<file path="src/rtl/dma_bw_pkg.sv">
// shared constants for the dma bandwidth regulation arbiter
package dma_bw_pkg;
  // structural defaults
  localparam int NUM_CH = 8;
  localparam int NUM_SLOTS = 16;
  localparam int SPACING_W = 16;
  localparam int MON_W = 32;
  localparam int DATA_W = 32;
  localparam int ADDR_W = 8;
  localparam int CFG_W = 8;
  localparam int CAUSE_W = 4;
  // slot field: channel select in low bits, top bit marks an empty slot
  localparam int SLOT_FLD_W = 4;
  localparam int SLOT_CH_W = 3;
  localparam int SLOT_EMPTY_BIT = 3;
  localparam int SLOTS_PER_REG = 8;
  // register word offsets
  localparam logic [7:0] SPACING_BASE = 8'h00;
  localparam logic [7:0] RELOAD_BASE = 8'h08;
  localparam logic [7:0] CURRENT_BASE = 8'h10;
  localparam logic [7:0] CFG_BASE = 8'h18;
  localparam logic [7:0] IRQ_STATUS = 8'h20;
  localparam logic [7:0] IRQ_CLEAR = 8'h21;
  localparam logic [7:0] IRQ_ENABLE = 8'h22;
  localparam logic [7:0] ERR_CAUSE = 8'h23;
  localparam logic [7:0] RD_SLOT_BASE = 8'h24;
  localparam logic [7:0] WR_SLOT_BASE = 8'h26;
  // reset values and codes
  localparam logic [3:0] CAUSE_MONITOR = 4'h6;
  localparam logic [31:0] SLOT_MAP_RST0 = 32'h33221100;
  localparam logic [31:0] SLOT_MAP_RST1 = 32'h77665544;
endpackage

</file>
<file path="src/rtl/arb_if.sv">
// request, slot table and grant signals between top and slot arbiter
`timescale 1ns/1ps
interface arb_if #(
  parameter int NUM_CH = 8,
  parameter int NUM_SLOTS = 16
);
  logic [NUM_CH-1:0] req;
  logic [NUM_SLOTS*dma_bw_pkg::SLOT_FLD_W-1:0] slots;
  logic ready;
  logic [NUM_CH-1:0] issue;
  logic [NUM_CH-1:0] gnt_ff;
  modport arb (input req, input slots, input ready,
               output issue, output gnt_ff);
  modport user (output req, output slots, output ready,
                input issue, input gnt_ff);
endinterface

</file>
<file path="src/rtl/dma_bandwidth_regulation_arbiter.sv">
// request spacing, work unit monitor and slot arbitration for dma channels
`timescale 1ns/1ps

// Behaviour
// - throughput capped by transfer size over spacing
// - spacing sets least cycles between requests
// - zero spacing allows back to back requests
// - all ones spacing stops further requests
// - reload current count on config, end, wrap
// - current count decrements while work unit active
// - expiry sets error flag, cause code six
// - expired count stays zero until reloaded
// - monitor expiry never halts the channel
// - zero reload count disables the monitor
// - channel to arbiter routing is static
// - each master port owns preassigned slots
// - round robin, read and write separate, write yields a channel to read
// - software may give slaves any slot count
// - sixteen slots, two per channel default
// - slotless channel is never granted
module dma_bandwidth_regulation_arbiter #(
  parameter int NUM_CH = dma_bw_pkg::NUM_CH,
  parameter int NUM_SLOTS = dma_bw_pkg::NUM_SLOTS,
  parameter int SPACING_W = dma_bw_pkg::SPACING_W,
  parameter int MON_W = dma_bw_pkg::MON_W
) (
  input wire logic i_clk,
  input wire logic i_sys_rst,
  input wire logic [dma_bw_pkg::ADDR_W-1:0] i_addr,
  input wire logic [dma_bw_pkg::DATA_W-1:0] i_wr_data,
  input wire logic i_wr_en,
  input wire logic i_rd_en,
  output logic [dma_bw_pkg::DATA_W-1:0] o_rd_data,
  input wire logic [NUM_CH-1:0] i_rd_req,
  input wire logic [NUM_CH-1:0] i_wr_req,
  input wire logic i_rd_xbar_ready,
  input wire logic i_wr_xbar_ready,
  output logic [NUM_CH-1:0] o_rd_gnt,
  output logic [NUM_CH-1:0] o_wr_gnt,
  input wire logic [NUM_CH-1:0] i_wu_active,
  input wire logic [NUM_CH-1:0] i_wu_done,
  input wire logic [NUM_CH-1:0] i_wrap,
  output logic o_irq
);
  localparam int DW = dma_bw_pkg::DATA_W;
  localparam int AW = dma_bw_pkg::ADDR_W;
  localparam int CAW = dma_bw_pkg::CAUSE_W;
  localparam int SLOT_REGS = NUM_SLOTS / dma_bw_pkg::SLOTS_PER_REG;
  localparam logic [SPACING_W-1:0] STOP = '1;

  // the register map and slot field layout serve these ranges only
  if (NUM_CH < 1 || NUM_CH > (1 << dma_bw_pkg::SLOT_CH_W) ||
      NUM_CH * CAW > DW) begin : g_bad_ch
    $error("channel count not supported by the register map");
  end
  if (NUM_SLOTS != 8 && NUM_SLOTS != 16) begin : g_bad_slots
    $error("slot count must be 8 or 16");
  end
  if (SPACING_W < 2 || SPACING_W > DW || MON_W < 2 ||
      MON_W > DW) begin : g_bad_width
    $error("counter widths must fit one data word");
  end

  logic [SPACING_W-1:0] spacing_ff [NUM_CH];
  logic [MON_W-1:0] reload_ff [NUM_CH];
  logic [MON_W-1:0] cur_ff [NUM_CH];
  logic [dma_bw_pkg::CFG_W-1:0] cfg_ff [NUM_CH];
  logic [CAW-1:0] cause_ff [NUM_CH];
  logic [NUM_CH-1:0] status_ff;
  logic [NUM_CH-1:0] irq_en_ff;
  logic [NUM_CH-1:0] expire;
  logic [NUM_CH-1:0] reload_evt;
  logic [NUM_CH-1:0] elig;
  logic [NUM_CH-1:0] irq_clear;
  logic [DW-1:0] rd_slot_ff [SLOT_REGS];
  logic [DW-1:0] wr_slot_ff [SLOT_REGS];
  logic [NUM_CH*CAW-1:0] cause_flat;
  logic [DW-1:0] nxt_rd_data;
  logic [DW-1:0] rd_data_ff;
  logic irq_ff;

  arb_if #(.NUM_CH(NUM_CH), .NUM_SLOTS(NUM_SLOTS)) rd_if();
  arb_if #(.NUM_CH(NUM_CH), .NUM_SLOTS(NUM_SLOTS)) wr_if();

  // fixed routing: channel n always sits on request bit n of both
  // arbiters; the write side yields when the read side takes the channel
  // this cycle, so a channel never issues two requests at once
  assign rd_if.req = i_rd_req & elig;
  assign wr_if.req = i_wr_req & elig & ~rd_if.issue;
  assign rd_if.ready = i_rd_xbar_ready;
  assign wr_if.ready = i_wr_xbar_ready;

  // read and write channels arbitrate concurrently
  slot_rr_arbiter #(.NUM_CH(NUM_CH), .NUM_SLOTS(NUM_SLOTS)) u_rd_arb (
    .i_clk(i_clk),
    .i_sys_rst(i_sys_rst),
    .bus(rd_if.arb)
  );
  slot_rr_arbiter #(.NUM_CH(NUM_CH), .NUM_SLOTS(NUM_SLOTS)) u_wr_arb (
    .i_clk(i_clk),
    .i_sys_rst(i_sys_rst),
    .bus(wr_if.arb)
  );

  assign o_rd_gnt = rd_if.gnt_ff;
  assign o_wr_gnt = wr_if.gnt_ff;
  assign o_rd_data = rd_data_ff;
  assign o_irq = irq_ff;

  // slot tables: reset gives two consecutive slots to each channel,
  // software may rewrite any slot to any channel or mark it empty
  for (genvar r = 0; r < SLOT_REGS; r++) begin : g_slot
    localparam logic [DW-1:0] RST_VAL = (r == 0) ?
      dma_bw_pkg::SLOT_MAP_RST0 : dma_bw_pkg::SLOT_MAP_RST1;
    always_ff @(posedge i_clk) begin
      if (i_sys_rst) begin
        rd_slot_ff[r] <= RST_VAL;
        wr_slot_ff[r] <= RST_VAL;
      end else if (i_wr_en) begin
        if (i_addr == dma_bw_pkg::RD_SLOT_BASE + AW'(r)) begin
          rd_slot_ff[r] <= i_wr_data;
        end
        if (i_addr == dma_bw_pkg::WR_SLOT_BASE + AW'(r)) begin
          wr_slot_ff[r] <= i_wr_data;
        end
      end
    end
    assign rd_if.slots[r*DW +: DW] = rd_slot_ff[r];
    assign wr_if.slots[r*DW +: DW] = wr_slot_ff[r];
  end

  // per channel: configuration, spacing limiter and work unit monitor
  for (genvar c = 0; c < NUM_CH; c++) begin : g_ch
    logic cfg_wr;
    assign cfg_wr = i_wr_en && (i_addr == dma_bw_pkg::CFG_BASE + AW'(c));

    // software registers of the channel
    always_ff @(posedge i_clk) begin
      if (i_sys_rst) begin
        spacing_ff[c] <= '0;
        reload_ff[c] <= '0;
        cfg_ff[c] <= '0;
      end else if (i_wr_en) begin
        if (i_addr == dma_bw_pkg::SPACING_BASE + AW'(c)) begin
          spacing_ff[c] <= i_wr_data[SPACING_W-1:0];
        end
        if (i_addr == dma_bw_pkg::RELOAD_BASE + AW'(c)) begin
          reload_ff[c] <= i_wr_data[MON_W-1:0];
        end
        if (cfg_wr) begin
          cfg_ff[c] <= i_wr_data[dma_bw_pkg::CFG_W-1:0];
        end
      end
    end

    // a grant on either direction starts the spacing gap
    rate_limiter #(.SPACING_W(SPACING_W)) u_lim (
      .i_clk(i_clk),
      .i_sys_rst(i_sys_rst),
      .i_spacing(spacing_ff[c]),
      .i_issued(rd_if.issue[c] | wr_if.issue[c]),
      .o_eligible(elig[c])
    );

    // reload beats decrement, so a work unit ending on the last count
    // never reports an expiry
    assign reload_evt[c] = cfg_wr | i_wu_done[c] | i_wrap[c];
    assign expire[c] = i_wu_active[c] && !reload_evt[c] &&
                       reload_ff[c] != '0 &&
                       cur_ff[c] == MON_W'(1);

    // current count: load, count down while active, park at zero
    always_ff @(posedge i_clk) begin
      if (i_sys_rst) begin
        cur_ff[c] <= '0;
      end else if (reload_evt[c]) begin
        cur_ff[c] <= reload_ff[c];
      end else if (i_wu_active[c] && cur_ff[c] != '0) begin
        cur_ff[c] <= cur_ff[c] - 1'b1;
      end
    end

    // sticky flag; a set in the clearing cycle wins. the expiry only
    // reports: it feeds neither the limiter nor the arbiters
    always_ff @(posedge i_clk) begin
      if (i_sys_rst) begin
        status_ff[c] <= 1'b0;
        cause_ff[c] <= '0;
      end else if (expire[c]) begin
        status_ff[c] <= 1'b1;
        cause_ff[c] <= dma_bw_pkg::CAUSE_MONITOR;
      end else if (irq_clear[c]) begin
        status_ff[c] <= 1'b0;
        cause_ff[c] <= '0;
      end
    end
    assign cause_flat[c*CAW +: CAW] = cause_ff[c];
  end

  // write-only clear register: ones clear the matching status bits
  assign irq_clear = (i_wr_en && i_addr == dma_bw_pkg::IRQ_CLEAR) ?
                     i_wr_data[NUM_CH-1:0] : '0;

  // interrupt enable register
  always_ff @(posedge i_clk) begin
    if (i_sys_rst) begin
      irq_en_ff <= '0;
    end else if (i_wr_en && i_addr == dma_bw_pkg::IRQ_ENABLE) begin
      irq_en_ff <= i_wr_data[NUM_CH-1:0];
    end
  end

  // level interrupt, one cycle behind the status flags
  always_ff @(posedge i_clk) begin
    if (i_sys_rst) begin
      irq_ff <= 1'b0;
    end else begin
      irq_ff <= |(status_ff & irq_en_ff);
    end
  end

  // read decode; unmapped and write-only words read as zero
  always_comb begin
    nxt_rd_data = '0;
    for (int c = 0; c < NUM_CH; c++) begin
      if (i_addr == dma_bw_pkg::SPACING_BASE + AW'(c)) begin
        nxt_rd_data = DW'(spacing_ff[c]);
      end
      if (i_addr == dma_bw_pkg::RELOAD_BASE + AW'(c)) begin
        nxt_rd_data = DW'(reload_ff[c]);
      end
      if (i_addr == dma_bw_pkg::CURRENT_BASE + AW'(c)) begin
        nxt_rd_data = DW'(cur_ff[c]);
      end
      if (i_addr == dma_bw_pkg::CFG_BASE + AW'(c)) begin
        nxt_rd_data = DW'(cfg_ff[c]);
      end
    end
    for (int r = 0; r < SLOT_REGS; r++) begin
      if (i_addr == dma_bw_pkg::RD_SLOT_BASE + AW'(r)) begin
        nxt_rd_data = rd_slot_ff[r];
      end
      if (i_addr == dma_bw_pkg::WR_SLOT_BASE + AW'(r)) begin
        nxt_rd_data = wr_slot_ff[r];
      end
    end
    if (i_addr == dma_bw_pkg::IRQ_STATUS) begin
      nxt_rd_data = DW'(status_ff);
    end
    if (i_addr == dma_bw_pkg::IRQ_ENABLE) begin
      nxt_rd_data = DW'(irq_en_ff);
    end
    if (i_addr == dma_bw_pkg::ERR_CAUSE) begin
      nxt_rd_data = DW'(cause_flat);
    end
  end

  // read data stand only in the cycle after the strobe
  always_ff @(posedge i_clk) begin
    if (i_sys_rst) begin
      rd_data_ff <= '0;
    end else begin
      rd_data_ff <= i_rd_en ? nxt_rd_data : '0;
    end
  end

  // per channel checks of the monitor, the flags and the limiter
  for (genvar c = 0; c < NUM_CH; c++) begin : g_chk

  end
endmodule

</file>
<file path="src/rtl/rate_limiter.sv">
// per-channel request spacing limiter
`timescale 1ns/1ps
module rate_limiter #(
  parameter int SPACING_W = 16
) (
  input wire logic i_clk,
  input wire logic i_sys_rst,
  input wire logic [SPACING_W-1:0] i_spacing,
  input wire logic i_issued,
  output logic o_eligible
);
  localparam logic [SPACING_W-1:0] STOP = '1;

  logic [SPACING_W-1:0] gap_ff;
  logic [SPACING_W:0] since_ff;
  logic [SPACING_W-1:0] last_sp_ff;
  logic seen_ff;

  // all ones parks the channel; otherwise wait for the gap to drain
  assign o_eligible = (i_spacing != STOP) && (gap_ff == '0);

  // an issue loads spacing-1 so the next issue lands spacing cycles on
  always_ff @(posedge i_clk) begin
    if (i_sys_rst) begin
      gap_ff <= '0;
    end else if (i_issued) begin
      gap_ff <= (i_spacing == '0) ? '0 : i_spacing - 1'b1;
    end else if (gap_ff != '0) begin
      gap_ff <= gap_ff - 1'b1;
    end
  end

  // helper for checking: cycles since the previous issue
  always_ff @(posedge i_clk) begin
    if (i_sys_rst) begin
      since_ff <= '0;
      seen_ff <= 1'b0;
      last_sp_ff <= '0;
    end else if (i_issued) begin
      since_ff <= (SPACING_W+1)'(1);
      seen_ff <= 1'b1;
      last_sp_ff <= i_spacing;
    end else if (since_ff != '1) begin
      since_ff <= since_ff + 1'b1;
    end
  end
endmodule

</file>
<file path="src/rtl/slot_rr_arbiter.sv">
// slot based round robin arbiter for one crossbar master port channel
`timescale 1ns/1ps
module slot_rr_arbiter #(
  parameter int NUM_CH = 8,
  parameter int NUM_SLOTS = 16
) (
  input wire logic i_clk,
  input wire logic i_sys_rst,
  arb_if.arb bus
);
  localparam int PTR_W = $clog2(NUM_SLOTS);
  localparam int FW = dma_bw_pkg::SLOT_FLD_W;
  localparam int CW = dma_bw_pkg::SLOT_CH_W;

  if ((NUM_SLOTS & (NUM_SLOTS - 1)) != 0) begin : g_bad_slots
    $error("slot count must be a power of two");
  end

  logic [PTR_W-1:0] ptr_ff;
  logic [PTR_W-1:0] nxt_ptr;
  logic [NUM_CH-1:0] nxt_issue;
  logic [NUM_CH-1:0] owned;

  // walk slots from the pointer; idle slots are skipped in this cycle
  always_comb begin
    logic found;
    logic [PTR_W-1:0] idx;
    logic [FW-1:0] fld;
    found = 1'b0;
    idx = '0;
    fld = '0;
    nxt_issue = '0;
    nxt_ptr = ptr_ff;
    for (int k = 0; k < NUM_SLOTS; k++) begin
      idx = ptr_ff + PTR_W'(k);
      fld = bus.slots[int'(idx)*FW +: FW];
      if (!found && bus.ready && !fld[dma_bw_pkg::SLOT_EMPTY_BIT] &&
          int'(fld[CW-1:0]) < NUM_CH && bus.req[fld[CW-1:0]]) begin
        found = 1'b1;
        nxt_issue[fld[CW-1:0]] = 1'b1;
        nxt_ptr = idx + PTR_W'(1);
      end
    end
  end

  assign bus.issue = nxt_issue;

  // grant is registered so the top output comes from a flop
  always_ff @(posedge i_clk) begin
    if (i_sys_rst) begin
      ptr_ff <= '0;
      bus.gnt_ff <= '0;
    end else begin
      ptr_ff <= nxt_ptr;
      bus.gnt_ff <= nxt_issue;
    end
  end

  // helper: channels that hold at least one slot
  always_comb begin
    owned = '0;
    for (int s = 0; s < NUM_SLOTS; s++) begin
      if (!bus.slots[s*FW + dma_bw_pkg::SLOT_EMPTY_BIT] &&
          int'(bus.slots[s*FW +: CW]) < NUM_CH) begin
        owned[bus.slots[s*FW +: CW]] = 1'b1;
      end
    end
  end
endmodule
</file>
<file path="config.mk">
export PLATFORM = sky130hd
export DESIGN_NAME = dma_bandwidth_regulation_arbiter
export DESIGN_NICKNAME = d
export VERILOG_FILES = /design/src/rtl/dma_bw_pkg.sv /design/src/rtl/arb_if.sv /design/src/rtl/dma_bandwidth_regulation_arbiter.sv /design/src/rtl/rate_limiter.sv /design/src/rtl/slot_rr_arbiter.sv
export SDC_FILE = /design/constraint.sdc
export NUM_CORES = 2
export LEC_CHECK = 0
export ABC_AREA = 1
export BUFFER_PORTS_ARGS = -buffer_cell sky130_fd_sc_hd__buf_2
export CAP_MARGIN = 5
export CORE_MARGIN = 5
export CORE_UTILIZATION = 35
export CTS_BUF_LIST = sky130_fd_sc_hd__clkbuf_16
export CTS_CLUSTER_DIAMETER = 50
export DETAILED_ROUTE_END_ITERATION = 12
export HOLD_SLACK_MARGIN = 0.15
export PLACE_DENSITY = 0.61
export SYNTH_ARGS = -nofsm -noshare
export SYNTH_HDL_FRONTEND = slang
export SYNTH_SLANG_ARGS = --single-unit
</file>
<file path="constraint.sdc">
create_clock -name i_clk -period 5.8 [get_ports i_clk]
set_input_delay 0.29 -clock i_clk [delete_from_list [all_inputs] [get_ports i_clk]]
set_output_delay 0.29 -clock i_clk [all_outputs]
set_load 0.1 [all_outputs]
</file>
==> flow_results.org <==
** Outcome
- The flow ran to the end, but the final reports show violations.
- The checks that failed: negative setup slack.

** Synth
- Main synth FF type :: sky130_fd_sc_hd__edfxtp_1
- Counting distinct cell types in the post-synthesis netlist gives 91.
- Per-instance average area after synthesis :: 7.05 sq um
- Fraction of registers with async set or reset after synthesis :: 0%
- Counting every instance in the synthesized netlist gives 10.7k.
- The largest total area in the synthesized netlist belongs to sky130_fd_sc_hd__edfxtp_1.
- When the netlist entered floorplanning its net count stood at 10.9k.
- In the post-synthesis netlist, the biggest area contributors are sky130_fd_sc_hd__edfxtp_1 (33%), sky130_fd_sc_hd__nand2_1 (11%), sky130_fd_sc_hd__nor2_1 (9.7%), sky130_fd_sc_hd__inv_1 (6.5%), sky130_fd_sc_hd__dfxtp_1 (5.3%).
- Number of synthesized flops with an enable pin :: 840
- Summing every instance area after synthesis gives about 0.076 sq mm.
- In this run, synthesis produced a sequential element count of 1041.
- Share of synthesized area occupied by flip-flops and latches :: 38.7%
- Summed over its instances, the top area cell type makes up 33.3% of the synthesized netlist area.
- Yosys printed 0 warnings.

** Drt
- Via count :: 85.2k
- In the routed layout, each cell is associated on average with a via count of 5.49.
- In the final routed layout, each cell accounts on average for 23.8 microns.
- For this block, the initial DRC count from the detailed router was 9687.
- Summed over all layers, the routed wires come to 370000 microns.
- Drt drc :: 0
- In this run the remaining antenna-violating nets after routing total 0.
- The first detailed-routing pass ran for 7 iterations.

** Placement
- Area of placed instances :: 0.0916 sq mm
- Half-perimeter wire length after detailed placement :: 286000 microns
- Port Buffers :: between 100 and 150
- Before CTS, the worst setup slack after placement is -1840 ps.
- Gp weighted congestion :: 1.07

** Global routing
- Entering global routing, the biggest net connects 77 pins.
- Vias in the first global route :: 80.5k
- Initial antenna violation count :: 15
- After global routing the overflow that remains totals 0.
- Across every metal layer, demand over resource in global routing totals 31.6%.
- First-pass GRT wire length :: 530000 microns

** Setup path
- Flop2flop setup slack :: -1010 ps
- Data required, critical path :: 6430 ps
- The worst setup path is captured at a flip-flop.
- Along the worst path, the maximum fanout reaches 10.
- Worst Path Class, Setup :: flip-flop to flip-flop
- Data arrival time at the worst-slack endpoint :: between 7000 and 8000 ps
- Standard cell with the maximum stage delay on the critical path :: sky130_fd_sc_hd__dfxtp_4
- On the worst path, the slowest cell contributes a delay of between 400 and 500 ps.
- The worst setup path is launched from a flip-flop.

** Floorplan
- The floorplan step defined a die boundary enclosing 0.226 sq mm.
- The total area inside the core boundary comes to around 0.21 sq mm.
- around 140 I/O pins were placed.
- From left edge to right edge, the die measures 475 microns.
- Height of the die :: 475 microns
- In this run the core area contains 170 standard-cell rows.
- Initial Util :: between 30% and 40%

** CTS
- At the later pin of the worst-skew pair, clock insertion delay measures 850 ps.
- CTS built an H-tree with a depth of 4.
- The clock drives between 1k and 1.5k sinks.
- Buffer type at the clock tree root :: sky130_fd_sc_hd__clkbuf_16
- Clock tree from TritonCTS :: yes
- Buffers inserted during clock tree synthesis total 150.
- Maximum root-to-sink buffer count :: 3
- Clock-pin slew on the worst setup and hold paths :: 60 ps

** Finish
- In the final layout, the multi-input gates occupy 0.0433 sq mm.
- Area added between synthesis and finish :: 36.7%
- Top library cells by usage in the layout, fill and taps aside :: sky130_fd_sc_hd__nand2_1 (2071), sky130_fd_sc_hd__nor2_1 (1788), sky130_fd_sc_hd__buf_4 (1663)
- Total non-filler cell area in the finished layout :: about 0.10 sq mm
- Area used by sequential logic in the layout :: 0.0293 sq mm
- Layout fillers :: 21.3k
- After the last flow step, the layout net total stands at around 13k.
- Cells with a size suffix above 1 make up 25.8% of the layout.
- The library cell used most frequently in the layout, excluding fill and tap cells, is sky130_fd_sc_hd__nand2_1.
- Core Util, Final :: 48.1%

** Timing
- Slew headroom :: 17.7%
- After layout, the worst setup slack is -1010 ps.
- For this run, the top clock speed supported by timing is 147 MHz.
- Slew @ Worst Pin :: 1230 ps
- The max-slew violation count is 0.
- Total of endpoints with negative setup slack in the final report :: 140
- Subtracting the final worst setup slack from the clock period gives 6810 ps.
- Post-route clock period utilization :: 117%
- Clock Skews :: 93.1 ps
- Unrepaired setup endpoints after global routing :: true
- Hold Violations, Final :: 0

** Min path
- Type of the tightest min-delay check :: input pin to flip-flop

** Job
- Across the run, the number of max-cap violations was 0.
==> critical path: cells and delay by family, from the launching register on <==
family	cells	cell delay, ps
AOI/OAI and AO/OA	2	150
adders and majority gates	1	310
buffers and inverters	14	1820
DFF	1	410
and+or+nand+nor	32	3880
==> path summary, 6_finish.rpt <==
check,from,endpoint,cells past startpoint
hold reg to reg,status_ff[2],status_ff[2],2
setup reg to reg,u_rd_arb.ptr_ff[0],g_ch[0].u_lim.gap_ff[4],49
setup / recovery,u_rd_arb.ptr_ff[0],g_ch[0].u_lim.gap_ff[4],49
hold / removal,i_wu_active[0],cause_ff[0][0],4
==> cell families (layout without fill, tap and decap cells) <==
| group | after synthesis | count (layout) | share of synthesized area, % |
|---|---|---|---|
| fa+ha+maj | 73 | 73 | 1.21 |
| flops | 1041 | 1041 | 38.7 |
| mux | 35 | 35 | 0.463 |
| simple gates | 5872 | 5872 | 33.9 |
| other cells | 0 | 18 | 0 |
| buf+inv | 1766 | 3697 | 9.25 |
| compound gates | 1586 | 1586 | 12.2 |
| xor+xnor | 363 | 363 | 4.32 |
==> stage by stage <==
stage | hold WS (ps) | TNS [ps] | cells
3_5_place_dp | 491 | -212120 | 15005
4_1_cts | 153 | -112430 | 15435
3_3_place_gp | 479 | -258260 | 15005
5_1_grt | 182 | -156380 | 15514
6_report | 202 | -119720 | 15523
2_1_floorplan | 456 | 0 | 10736
==> area by class of cell <==
class | instances | area share (%)
flip-flops and latches | 1041 | 28.3
inverters | 1374 | 5.06
diodes | 18 | 0.0435
clock inverters | 124 | 1.26
clock buffers | 153 | 3.70
multi-input cells | 7929 | 41.9
well taps | 2838 | 3.43
repair buffers | 2046 | 16.3
==> sequential cells by signal, summed over array words and instances (netlist names), 4 cells and up <==
signal               flops
cur_ff                 256
reload_ff              256
g_ch.u_lim.gap_ff      128
spacing_ff             128
cfg_ff                  64
rd_slot_ff              64
wr_slot_ff              64
o_rd_data               32
cause_ff                 8
irq_en_ff                8
status_ff                8
u_rd_arb.bus.gnt_ff      8
u_wr_arb.bus.gnt_ff      8
u_rd_arb.ptr_ff          4
u_wr_arb.ptr_ff          4
==> cell usage after synthesis, types with 25 or more instances <==
master	instances
sky130_fd_sc_hd__o21a_1	25
sky130_fd_sc_hd__xor2_1	223
sky130_fd_sc_hd__o21ai_0	703
sky130_fd_sc_hd__ha_1	73
sky130_fd_sc_hd__nor2_2	29
sky130_fd_sc_hd__inv_2	42
sky130_fd_sc_hd__nor4_1	119
sky130_fd_sc_hd__a32o_1	31
sky130_fd_sc_hd__clkbuf_1	285
sky130_fd_sc_hd__nand2_1	2250
sky130_fd_sc_hd__o211ai_1	49
sky130_fd_sc_hd__or2_2	47
sky130_fd_sc_hd__a21oi_1	386
sky130_fd_sc_hd__buf_2	32
sky130_fd_sc_hd__inv_1	1309
sky130_fd_sc_hd__xnor2_1	133
sky130_fd_sc_hd__nand3b_1	29
sky130_fd_sc_hd__a221oi_1	50
sky130_fd_sc_hd__nor3_1	181
sky130_fd_sc_hd__dfxtp_1	201
sky130_fd_sc_hd__o21ai_1	40
sky130_fd_sc_hd__o22ai_1	118
sky130_fd_sc_hd__nand3_2	34
sky130_fd_sc_hd__mux2i_1	35
sky130_fd_sc_hd__nand4_1	276
sky130_fd_sc_hd__nor2_1	1965
sky130_fd_sc_hd__edfxtp_1	840
sky130_fd_sc_hd__o221ai_1	33
sky130_fd_sc_hd__o2111ai_1	46
sky130_fd_sc_hd__buf_4	27
sky130_fd_sc_hd__nand3_1	791
==> what timing repair did <==
action / 4_1_cts / 5_1_grt
gates cloned: 11 / 4
setup buffers: 112 / 78
endpoints found under the setup margin: 140 / 140
pin swaps: 194 / 201
endpoints found under the hold margin: 264 / 0
hold buffers: 37 / 0
resized for setup: 703 / 485
==> layer usage <==
metal  share of wire, %  global-route usage (%)  vias up  routed length (microns)
met5             0.0084                       0        -                       31
met4                7.1                    18.2        4                    26400
met3                9.0                    5.87      969                    33200
met2                 44                    49.7     4323                   164000
met1                 40                    40.6    40329                   147000
li1                   -                       -    39554                        -
Power is left out: the tool's default activity adds up to more than one toggle a clock period on the data nets, which glitch-free logic cannot reach.
